<file path="src/tcl_pkg.sv">
// Constants shared by the trajectory command loader and its helpers.
// Assumes a single 250 MHz clock domain and an APB register port.
package tcl_pkg;
    // Command codes seen on the command register
    localparam logic [7:0]  CMD_LOAD_TRJ   = 8'h1f;
    localparam logic [7:0]  CMD_START      = 8'h01;
    // Register byte offsets
    localparam logic [7:0]  OFS_CMD        = 8'h00;
    localparam logic [7:0]  OFS_DATA       = 8'h04;
    localparam logic [7:0]  OFS_STATUS     = 8'h08;
    localparam logic [7:0]  OFS_SIGNALS    = 8'h0c;
    localparam logic [7:0]  OFS_ACC        = 8'h10;
    localparam logic [7:0]  OFS_VEL        = 8'h14;
    localparam logic [7:0]  OFS_POS        = 8'h18;
    localparam logic [7:0]  OFS_CLEAR      = 8'h1c;
    // Trajectory control word fields
    localparam int          CW_FWD         = 12;
    localparam int          CW_VEL         = 11;
    localparam int          CW_SMOOTH      = 10;
    localparam int          CW_ABRUPT      = 9;
    localparam int          CW_OFF         = 8;
    localparam int          CW_ACC_LD      = 5;
    localparam int          CW_ACC_REL     = 4;
    localparam int          CW_VEL_LD      = 3;
    localparam int          CW_VEL_REL     = 2;
    localparam int          CW_POS_LD      = 1;
    localparam int          CW_POS_REL     = 0;
    // Status and signals register fields
    localparam int          ST_BUSY        = 0;
    localparam int          ST_CMD_ERR     = 1;
    localparam int          ST_TRJ_DONE    = 2;
    localparam int          ST_MOTOR_OFF   = 7;
    localparam int          SG_FWD         = 12;
    localparam int          SG_VEL_MODE    = 11;
    localparam int          SG_ACC_LOADED  = 14;
    localparam int          SG_MOVING      = 16;
    localparam logic [15:0] CW_RESET       = 16'h0000;
    // Motor drive code meaning zero drive (offset binary half scale)
    localparam logic [11:0] MOTOR_ZERO     = 12'h800;
    // Busy time after each accepted byte
    localparam int          CLK_PERIOD_NS  = 4;
    localparam int          BUSY_NS        = 16;
    localparam int          BUSY_CYC       = (BUSY_NS + CLK_PERIOD_NS - 1) / CLK_PERIOD_NS;
    // Parser states
    typedef enum logic [1:0] {TCL_IDLE, TCL_CW, TCL_PARAM} tcl_state_t;
endpackage : tcl_pkg

</file>
<file path="src/tcl_pair_asm.sv">
// Byte pair assembler: two bytes, high byte first, make one 16-bit word.
// Assumes byte strobes from logic on the same clock.
`timescale 1ns/100ps
`default_nettype none
module tcl_pair_asm (
    // Clock and reset
    input  wire logic        clk,
    input  wire logic        rst_n,
    // Byte side
    input  wire logic        clr,
    input  wire logic        byte_vld,
    input  wire logic [7:0]  byte_in,
    // Word side
    output logic             word_vld,
    output logic [15:0]      word
);
    logic       half_r;
    logic [7:0] hi_r;

    // High byte arrives first; clr drops any half pair
    always_ff @(posedge clk or negedge rst_n) begin
        if (!rst_n) begin
            half_r   <= 1'b0;
            hi_r     <= 8'h00;
            word_vld <= 1'b0;
            word     <= 16'h0000;
        end else begin
            word_vld <= 1'b0;
            if (clr) begin
                half_r <= 1'b0;
            end else if (byte_vld) begin
                half_r <= ~half_r;
                if (half_r) begin
                    word_vld <= 1'b1;
                    word     <= {hi_r, byte_in};
                end else begin
                    hi_r <= byte_in;
                end
            end
        end
    end
endmodule : tcl_pair_asm
`default_nettype wire

</file>
<file path="src/tcl_param_buf.sv">
// Double buffered trajectory parameter: primary buffer and working value.
// Assumes load and start never fall in the same cycle from one source.
`timescale 1ns/100ps
`default_nettype none
module tcl_param_buf #(
    parameter int W = 32
) (
    // Clock and reset
    input  wire logic         clk,
    input  wire logic         rst_n,
    // Primary side
    input  wire logic         load,
    input  wire logic [W-1:0] load_val,
    input  wire logic         load_rel,
    // Transfer side
    input  wire logic         start,
    input  wire logic         force_en,
    input  wire logic [W-1:0] force_val,
    output logic [W-1:0]      work
);
    logic [W-1:0] prim_r;
    logic         rel_r;
    logic         pend_r;

    // Primary buffer; only loaded values transfer later
    always_ff @(posedge clk or negedge rst_n) begin
        if (!rst_n) begin
            prim_r <= '0;
            rel_r  <= 1'b0;
            pend_r <= 1'b0;
        end else if (load) begin
            prim_r <= load_val;
            rel_r  <= load_rel;
            pend_r <= 1'b1;
        end else if (start) begin
            pend_r <= 1'b0;
        end
    end

    // Working value moves only on start; relative adds, absolute replaces
    always_ff @(posedge clk or negedge rst_n) begin
        if (!rst_n) begin
            work <= '0;
        end else if (start) begin
            if (force_en) begin
                work <= force_val;
            end else if (pend_r) begin
                work <= rel_r ? work + prim_r : prim_r;
            end
        end
    end
endmodule : tcl_param_buf
`default_nettype wire

</file>
<file path="src/tcl_loader.sv">
// Trajectory command loader: parses load and start commands written over
// APB and holds the working trajectory for the profile generator.
// Assumes motion inputs come from logic on pclk; no synchronisers needed.
//
// Local design decisions: the APB slave port and the address map.
`timescale 1ns/100ps
`default_nettype none
// Operation
// [RULE1] Control word follows load command as two bytes, high byte first.
// [RULE2] Bit 12 picks forward direction in velocity mode, ignored otherwise.
// [RULE3] Bit 11 selects velocity mode when one, position mode when zero.
// [RULE4] Bit 8 turns motor off by driving the zero drive code.
// [RULE5] Bit 9 stops abruptly by making target equal current position.
// [RULE6] Bit 10 decelerates smoothly with the programmed acceleration.
// [RULE7] Host sets at most one of bits 8 to 10.
// [RULE8] Position mode stops smoothly by itself at trajectory end.
// [RULE9] Bits 5,3,1 flag loads; bits 4,2,0 mark them relative.
// [RULE10] Each parameter is two words, word and byte high first.
// [RULE11] Selected parameters follow in order acceleration, velocity, position.
// [RULE12] Host keeps acceleration and velocity positive, below limit.
// [RULE13] Acceleration and velocity carry 16 fraction bits below bit 16.
// [RULE14] Host never loads acceleration above velocity.
// [RULE15] Position is a signed 32-bit two's complement value.
// [RULE16] Loads fill primary buffers; start copies them to working registers.
// [RULE17] Start command code 01, no data, launches latest trajectory.
// [RULE18] New parameters are accepted any time, even during motion.
// [RULE19] Host waits for move end before start after acceleration change.
// [RULE20] Start during motion after acceleration change is ignored, error raised.
// [RULE21] Start transfers everything at once so axes start together.
// [RULE22] Reports other than status need a command write, then data read; here every report reads directly at its own address.
// [RULE23] Load command code is 1F, taking two to fourteen bytes.
// [RULE24] Command and data writes while busy are ignored.
// [RULE25] Acceleration loaded flag sets on load, clears on start.
// [RULE26] Relative parameters add to working value at start.
module tcl_loader (
    // Clock and reset
    input  wire logic        pclk,
    input  wire logic        presetn,
    // APB slave
    input  wire logic        psel,
    input  wire logic        penable,
    input  wire logic        pwrite,
    input  wire logic [7:0]  paddr,
    input  wire logic [31:0] pwdata,
    output logic [31:0]      prdata,
    output logic             pready,
    output logic             pslverr,
    // Profile generator side
    input  wire logic        motion_done,
    input  wire logic [31:0] cur_pos,
    input  wire logic [11:0] filt_drive,
    output logic [31:0]      work_acc,
    output logic [31:0]      work_vel,
    output logic [31:0]      work_pos,
    output logic             vel_mode,
    output logic             fwd_dir,
    output logic             stop_smooth,
    output logic             auto_stop_en,
    output logic             start_pulse,
    output logic             moving,
    output logic             motor_off,
    output logic [11:0]      motor_drive
);
    localparam int BUSY_W = $clog2(tcl_pkg::BUSY_CYC + 1);

    if (tcl_pkg::BUSY_CYC < 1) begin : g_chk
        $error("Busy time must be at least one cycle");
    end

    tcl_pkg::tcl_state_t state_r;
    logic [BUSY_W-1:0]   busy_cnt_r;
    logic [15:0]         cw_prim_r;
    logic [2:0]          sel_r;
    logic                half_r;
    logic [15:0]         hi_word_r;
    logic                acc_loaded_r;
    logic                cmd_err_r;
    logic                trj_done_r;
    logic [31:0]         rd_nxt;
    logic                hit;
    logic                access;
    logic                busy;
    logic                cmd_wr;
    logic                data_wr;
    logic                clr_wr;
    logic                start_req;
    logic                start_rej;
    logic                start_ok;
    logic                word_vld;
    logic [15:0]         word;
    logic                ld_acc;
    logic                ld_vel;
    logic                ld_pos;
    logic [31:0]         param_val;

    // APB decode; zero wait states, unmapped addresses answer with an error
    assign pready  = 1'b1;
    assign access  = psel & penable;
    assign busy    = (busy_cnt_r != '0);
    assign cmd_wr  = access & pwrite & (paddr == tcl_pkg::OFS_CMD) & ~busy;   // [RULE24]
    assign data_wr = access & pwrite & (paddr == tcl_pkg::OFS_DATA) & ~busy;  // [RULE24]
    assign clr_wr  = access & pwrite & (paddr == tcl_pkg::OFS_CLEAR);
    assign pslverr = access & ~hit;

    // Start attempt and its refusal while moving with a changed acceleration pending
    assign start_req = cmd_wr & (pwdata[7:0] == tcl_pkg::CMD_START);   // [RULE17]
    assign start_rej = start_req & moving & acc_loaded_r;             // [RULE20]
    assign start_ok  = start_req & ~start_rej;

    // Busy window after each accepted byte; polled by software before each byte
    always_ff @(posedge pclk or negedge presetn) begin
        if (!presetn) begin
            busy_cnt_r <= '0;
        end else if (cmd_wr | data_wr) begin
            busy_cnt_r <= BUSY_W'(tcl_pkg::BUSY_CYC);                 // [RULE24]
        end else if (busy) begin
            busy_cnt_r <= busy_cnt_r - 1'b1;
        end
    end

    tcl_pair_asm u_pair (
        .clk      (pclk),
        .rst_n    (presetn),
        .clr      (cmd_wr),
        .byte_vld (data_wr && state_r != tcl_pkg::TCL_IDLE),   // [RULE18]
        .byte_in  (pwdata[7:0]),
        .word_vld (word_vld),
        .word     (word)
    );

    // Parser: control word, then two words per selected parameter
    always_ff @(posedge pclk or negedge presetn) begin
        if (!presetn) begin
            state_r   <= tcl_pkg::TCL_IDLE;
            cw_prim_r <= tcl_pkg::CW_RESET;
            sel_r     <= 3'b000;
            half_r    <= 1'b0;
            hi_word_r <= 16'h0000;
        end else if (cmd_wr) begin
            half_r  <= 1'b0;
            state_r <= (pwdata[7:0] == tcl_pkg::CMD_LOAD_TRJ) ? tcl_pkg::TCL_CW   // [RULE23]
                                                              : tcl_pkg::TCL_IDLE;
        end else if (word_vld) begin
            case (state_r)
                tcl_pkg::TCL_CW: begin
                    cw_prim_r <= word;                                          // [RULE1]
                    sel_r     <= {word[tcl_pkg::CW_ACC_LD], word[tcl_pkg::CW_VEL_LD],
                                  word[tcl_pkg::CW_POS_LD]};                    // [RULE9]
                    state_r   <= (word[tcl_pkg::CW_ACC_LD] | word[tcl_pkg::CW_VEL_LD] |
                                  word[tcl_pkg::CW_POS_LD]) ? tcl_pkg::TCL_PARAM
                                                            : tcl_pkg::TCL_IDLE;
                end
                tcl_pkg::TCL_PARAM: begin
                    half_r <= ~half_r;
                    if (!half_r) begin
                        hi_word_r <= word;                                      // [RULE10]
                    end else begin
                        // Drop the parameter just taken, highest order first
                        if (sel_r[2]) begin
                            sel_r[2] <= 1'b0;
                        end else if (sel_r[1]) begin
                            sel_r[1] <= 1'b0;
                        end else begin
                            sel_r[0] <= 1'b0;
                        end
                        if ((sel_r[2] ? 2'd1 : 2'd0) + (sel_r[1] ? 2'd1 : 2'd0) +
                            (sel_r[0] ? 2'd1 : 2'd0) == 2'd1) begin
                            state_r <= tcl_pkg::TCL_IDLE;
                        end
                    end
                end
                default: begin
                    state_r <= tcl_pkg::TCL_IDLE;
                end
            endcase
        end
    end

    // Second word of a pair completes a parameter; order acc, vel, pos
    assign param_val = {hi_word_r, word};
    assign ld_acc = word_vld & (state_r == tcl_pkg::TCL_PARAM) & half_r & sel_r[2];      // [RULE11]
    assign ld_vel = word_vld & (state_r == tcl_pkg::TCL_PARAM) & half_r & ~sel_r[2] & sel_r[1];
    assign ld_pos = word_vld & (state_r == tcl_pkg::TCL_PARAM) & half_r & ~sel_r[2] & ~sel_r[1]
                    & sel_r[0];

    // Acceleration and velocity keep 16 fraction bits; stored unchanged
    tcl_param_buf #(.W(32)) u_acc (
        .clk       (pclk),
        .rst_n     (presetn),
        .load      (ld_acc),
        .load_val  (param_val),                                             // [RULE13]
        .load_rel  (cw_prim_r[tcl_pkg::CW_ACC_REL]),
        .start     (start_ok),
        .force_en  (1'b0),
        .force_val (32'h0000_0000),
        .work      (work_acc)
    );

    tcl_param_buf #(.W(32)) u_vel (
        .clk       (pclk),
        .rst_n     (presetn),
        .load      (ld_vel),
        .load_val  (param_val),
        .load_rel  (cw_prim_r[tcl_pkg::CW_VEL_REL]),                        // [RULE26]
        .start     (start_ok),                                              // [RULE16]
        .force_en  (1'b0),
        .force_val (32'h0000_0000),
        .work      (work_vel)
    );

    // Position is two's complement; relative adds wrap like signed sums
    tcl_param_buf #(.W(32)) u_pos (
        .clk       (pclk),
        .rst_n     (presetn),
        .load      (ld_pos),
        .load_val  (param_val),                                             // [RULE15]
        .load_rel  (cw_prim_r[tcl_pkg::CW_POS_REL]),
        .start     (start_ok),                                              // [RULE21]
        .force_en  (cw_prim_r[tcl_pkg::CW_ABRUPT]),                         // [RULE5]
        .force_val (cur_pos),
        .work      (work_pos)
    );

    // Mode and stop bits take effect only at start, same edge as the data
    always_ff @(posedge pclk or negedge presetn) begin
        if (!presetn) begin
            vel_mode     <= 1'b0;
            fwd_dir      <= 1'b0;
            stop_smooth  <= 1'b0;
            auto_stop_en <= 1'b1;
            start_pulse  <= 1'b0;
        end else begin
            start_pulse <= start_ok;                                        // [RULE21]
            if (start_ok) begin
                vel_mode     <= cw_prim_r[tcl_pkg::CW_VEL];                 // [RULE3]
                fwd_dir      <= cw_prim_r[tcl_pkg::CW_VEL] & cw_prim_r[tcl_pkg::CW_FWD];  // [RULE2]
                stop_smooth  <= cw_prim_r[tcl_pkg::CW_SMOOTH];              // [RULE6]
                auto_stop_en <= ~cw_prim_r[tcl_pkg::CW_VEL];                // [RULE8]
            end
        end
    end

    // Motion and motor-off state; motor-off only lands when start runs
    always_ff @(posedge pclk or negedge presetn) begin
        if (!presetn) begin
            moving    <= 1'b0;
            motor_off <= 1'b1;
        end else if (start_ok) begin
            motor_off <= cw_prim_r[tcl_pkg::CW_OFF];                        // [RULE4]
            moving    <= ~cw_prim_r[tcl_pkg::CW_OFF];
        end else if (motion_done) begin
            moving <= 1'b0;
        end
    end

    // Zero drive code replaces the filter output while the motor is off
    always_ff @(posedge pclk or negedge presetn) begin
        if (!presetn) begin
            motor_drive <= tcl_pkg::MOTOR_ZERO;
        end else begin
            motor_drive <= motor_off ? tcl_pkg::MOTOR_ZERO : filt_drive;    // [RULE4]
        end
    end

    // Sticky flags; a set in the same cycle as a clear wins
    always_ff @(posedge pclk or negedge presetn) begin
        if (!presetn) begin
            acc_loaded_r <= 1'b0;
            cmd_err_r    <= 1'b0;
            trj_done_r   <= 1'b0;
        end else begin
            if (ld_acc) begin
                acc_loaded_r <= 1'b1;                                       // [RULE25]
            end else if (start_ok) begin
                acc_loaded_r <= 1'b0;
            end
            if (start_rej) begin
                cmd_err_r <= 1'b1;                                          // [RULE20]
            end else if (clr_wr && pwdata[tcl_pkg::ST_CMD_ERR]) begin
                cmd_err_r <= 1'b0;
            end
            if (motion_done && moving) begin
                trj_done_r <= 1'b1;
            end else if (clr_wr && pwdata[tcl_pkg::ST_TRJ_DONE]) begin
                trj_done_r <= 1'b0;
            end
        end
    end

    // Read mux; every report, status included, reads directly with no prior command
    always_comb begin
        rd_nxt = 32'h0000_0000;
        hit    = 1'b1;
        case (paddr)
            tcl_pkg::OFS_CMD, tcl_pkg::OFS_DATA, tcl_pkg::OFS_CLEAR: begin
                rd_nxt = 32'h0000_0000;
            end
            tcl_pkg::OFS_STATUS: begin
                rd_nxt[tcl_pkg::ST_BUSY]      = busy;                       // [RULE22]
                rd_nxt[tcl_pkg::ST_CMD_ERR]   = cmd_err_r;
                rd_nxt[tcl_pkg::ST_TRJ_DONE]  = trj_done_r;
                rd_nxt[tcl_pkg::ST_MOTOR_OFF] = motor_off;
            end
            tcl_pkg::OFS_SIGNALS: begin
                rd_nxt[tcl_pkg::ST_CMD_ERR]    = cmd_err_r;
                rd_nxt[tcl_pkg::ST_TRJ_DONE]   = trj_done_r;
                rd_nxt[tcl_pkg::ST_MOTOR_OFF]  = motor_off;
                rd_nxt[tcl_pkg::SG_VEL_MODE]   = vel_mode;
                rd_nxt[tcl_pkg::SG_FWD]        = fwd_dir;
                rd_nxt[tcl_pkg::SG_ACC_LOADED] = acc_loaded_r;
                rd_nxt[tcl_pkg::SG_MOVING]     = moving;
            end
            tcl_pkg::OFS_ACC: begin
                rd_nxt = work_acc;
            end
            tcl_pkg::OFS_VEL: begin
                rd_nxt = work_vel;
            end
            tcl_pkg::OFS_POS: begin
                rd_nxt = work_pos;
            end
            default: begin
                hit = 1'b0;
            end
        endcase
    end

    // Read data captured in the setup phase so it is a flop in the access phase
    always_ff @(posedge pclk or negedge presetn) begin
        if (!presetn) begin
            prdata <= 32'h0000_0000;
        end else if (psel && !penable) begin
            prdata <= rd_nxt;
        end
    end
endmodule : tcl_loader
`default_nettype wire

</file>
<file path="config.mk">
export PLATFORM = sky130hd
export DESIGN_NAME = tcl_loader
export DESIGN_NICKNAME = d
export VERILOG_FILES = /design/src/tcl_pkg.sv /design/src/tcl_pair_asm.sv /design/src/tcl_param_buf.sv /design/src/tcl_loader.sv
export SDC_FILE = /design/constraint.sdc
export NUM_CORES = 1
export LEC_CHECK = 0
export BUFFER_PORTS_ARGS = -buffer_cell sky130_fd_sc_hd__buf_2
export CAP_MARGIN = 15
export CORE_MARGIN = 2
export CORE_UTILIZATION = 60
export DETAILED_ROUTE_END_ITERATION = 7
export GPL_TIMING_DRIVEN = 0
export HOLD_SLACK_MARGIN = 0.05
export PLACE_DENSITY = 0.93
export SLEW_MARGIN = 20
export SYNTH_ARGS = -nofsm -noshare
export SYNTH_HDL_FRONTEND = slang
export SYNTH_SLANG_ARGS = --single-unit
</file>
<file path="constraint.sdc">
create_clock -name pclk -period 9.1 [get_ports pclk]
set_input_delay 1.365 -clock pclk [delete_from_list [all_inputs] [get_ports pclk]]
set_output_delay 1.365 -clock pclk [all_outputs]
set_load 0.01 [all_outputs]
</file>
==> run metrics <==
clock tree buffer depth 3; growth of design area from synthesis to finish 15.83%; row count 63; clock latency on the worst-skew pair approximately 0.52 ns; leading cell type in the layout, fill and taps excluded sky130_fd_sc_hd__dfrtp_1; reported max-cap violation count 0; time the worst path needs with I/O delays and setup between 3 and 4 ns; CP Data Required Time around 9.5 ns; worst-margin pin slew ~1.3 ns; instance count of the mapped netlist approximately 1,800; count of H-tree levels built during CTS 2; core area roughly 30,000 um2; Main synth FF type sky130_fd_sc_hd__dfrtp_1; endpoints failing hold 0; clk_skew around 0.018 ns; Critical R2R Launch u_acc.prim_r[0]; total number of yosys warnings 0; Slew Viols, Final 0; total of buffers placed on input and output ports approximately 210; net count of the mapped netlist between 1,500 and 2,000; final clock period utilization by the worst path 42.86%; cell type with the largest total area after synthesis sky130_fd_sc_hd__dfrtp_1; area enclosed by the die boundary between 30,000 and 40,000 um2; largest net degree at the start of global routing between 100 and 150; RSZ-0062 raised after global routing no; DRT Pass-1 Iters 6; count of vias placed by the detailed router 15,975; sum of routed wire length over all layers a little under 60 mm; Hold WC Path Type reg -> reg; Worst-path clk slew 0.07 ns; hold path startpoint cw_prim_r[10]; total congestion overflow 0; worst-case vdd ir drop between 0.15 and 0.2 mV; Final ANT Viol Nets 0; share of synthesized area occupied by flip-flops and latches between 40% and 50%; most common cell type on the critical path sky130_fd_sc_hd__buf_2; TritonCTS clock tree done; RePlAce Congestion around 0.95; height of the chip roughly 180 um; overall routing resource usage between 30% and 40%; number of stages on the worst hold path 2; FF-to-FF setup slack between 5 and 6 ns; Max FO, Critical Path 10; arrival time reported for the critical path endpoint 4.28 ns; Num Clock Sinks 310; mean routed wirelength per cell between 20 and 25 um; IO Count 239; global-route wire length before repair between 80 and 90 mm; power density over the cells 146.1 nW/um2; top library cells by usage in the layout, fill and taps aside 307 x sky130_fd_sc_hd__dfrtp_1, 223 x sky130_fd_sc_hd__buf_2, 175 x sky130_fd_sc_hd__mux2_2; number of antenna violations at the first check in global routing 0; number of buffers inserted for hold repair after clock tree synthesis 0; fraction of final layout cells with drive strength greater than 1 ~25%; critical-path cell with the highest stage delay sky130_fd_sc_hd__or4_1; kind of start point of the critical path input port; post-route DRC violation count 0; count of cells along the worst register-to-register path 12; filler cell count in the final layout 2,129; #FFs+latches synth 310; number of buffers added by the clock tree synthesis step 34; highest achievable clock rate around 260 MHz; status finished, final reports clean; Initial Utilization 60.88%; cells resized by post-CTS repair 0; number of buffers inserted to repair setup after CTS 0; leakage power summed over all cells ~11 nW; Final #Nets 2,191; Crit. End Element register; mean number of vias per cell 6.607; share of Yosys cell area claimed by the top area cell type between 40% and 50%; critical path, cell by cell buf_2, or4_1, buf_2, nor2_8, nand3_4, nor2_4, nand4_4, inv_2, o21ai_2, clkbuf_1, nor2_1, a21oi_1; cell types with the largest area share after synthesis sky130_fd_sc_hd__dfrtp_1 43%, sky130_fd_sc_hd__mux2_2 11%, sky130_fd_sc_hd__ha_1 6.6%; Hold Path Sink stop_smooth; worst relative slew slack roughly 16%; Die Span X 177.2 um; vias in the first global route 15,894; Setup CP Type in -> reg; Worst Hold Slack about 0.48 ns; post-synth design cell area approximately 18,000 um2; sum of net half-perimeters after detailed placement between 40 and 50 mm; EDFF count, synth 0; number of different library cells in the post-synthesis netlist 94; drt first-iter violations 1,613; share of synthesized registers carrying an async set or reset 100.0%; critical path's largest stage delay ~0.52 ns; Total Neg Setup Slack 0 ns; Post-Syn Area per Cell approximately 10 um2; Reg2Reg Capture Point u_acc.work[30]; buffer type at the clock tree root sky130_fd_sc_hd__clkbuf_16; setup violation total in the final timing report 0
worst max path at each step:
stage / slack [ns] / to / cells after the start / from
2_1_floorplan: 5.51 / pslverr / 4 / paddr[1]
3_3_place_gp: 1.05 / u_vel.work[24] / 1 / presetn
3_5_place_dp: 4.74 / u_pos.work[26] / 12 / paddr[1]
4_1_cts: 5.25 / pslverr / 6 / paddr[1]
5_1_grt: 5.02 / u_acc.work[30] / 12 / u_acc.work[0]
6_report: 5.20 / u_pos.work[17] / 12 / paddr[1]
cells by family (layout without fill, tap and decap cells):
family          count (synthesis)  count (layout)  synth area share, %
flops                         310             310                43.13
mux                           234             234                14.23
xor+xnor                       75              75                3.650
other cells                     1               2              0.02084
buf+inv                       110             386                2.475
simple gates                  456             456                12.42
fa+ha+maj                      99              99                7.050
compound gates                466             466                17.02
stage by stage:
stage	utilization, %	setup WS, ns	instances	total power [W]	cell area [um2]
finish	70.51	5.200	2418	0.003046	20840
global route	70.51	5.021	2417	0.003123	20840
CTS	70.46	5.254	2417	0.003046	20830
detailed placement	66.47	4.743	2356	0.001596	19650
global placement	66.12	1.048	2353	0.001580	19540
floorplan	-	5.505	1751	0.001506	17990
power by group:
group          switching (W)  leakage (nW)  internal [W]
clock               0.000580         0.575      0.000892
combinational      0.0000970          5.73     0.0000570
sequential         0.0000161          4.21       0.00140
critical path: cells and delay by family:
| kind | cells | cell delay [ns] |
|---|---|---|
| AO/OA/AOI/OAI | 2 | 0.29 |
| AND/OR/NAND/NOR | 6 | 1.78 |
| buffers and inverters | 4 | 0.82 |
layer usage:
layer	routed length, um	track usage [%]
met5	0	0
met1	22290	47.96
met4	4342	24.45
met2	26200	58.22
met3	5452	6.379
area by class of cell:
class | count | area [um2] | share of cell area, %
diodes | 1 | 2.502 | 0.01201
well taps | 390 | 488.0 | 2.341
multi-input cells | 1331 | 9814 | 47.09
plain buffers | 84 | 347.8 | 1.669
clock buffers | 47 | 970.9 | 4.658
inverters | 26 | 97.59 | 0.4682
clock inverters | 14 | 207.7 | 0.9965
flip-flops and latches | 310 | 7761 | 37.24
repair buffers | 215 | 1154 | 5.535
Yosys cell counts (27+ instances only):
master,count
sky130_fd_sc_hd__nor2b_1,29
sky130_fd_sc_hd__xnor2_1,48
sky130_fd_sc_hd__o21ai_0,108
sky130_fd_sc_hd__mux2_2,175
sky130_fd_sc_hd__a221oi_1,33
sky130_fd_sc_hd__nand2_1,156
sky130_fd_sc_hd__a21oi_1,126
sky130_fd_sc_hd__dfrtp_1,307
sky130_fd_sc_hd__clkbuf_1,62
sky130_fd_sc_hd__a21o_1,44
sky130_fd_sc_hd__nor2_1,123
sky130_fd_sc_hd__ha_1,95
sky130_fd_sc_hd__mux2i_1,59
sky130_fd_sc_hd__xor2_1,27
registers in the layout, summed over array words and instances (netlist names), 16 cells and up:
register and flops:
prdata 32, u_acc.prim_r 32, u_acc.work 32, u_pos.prim_r 32, u_pos.work 32, u_vel.prim_r 32, u_vel.work 32, hi_word_r 16
u_pair.word 16
(Power assumes the default switching activity.)
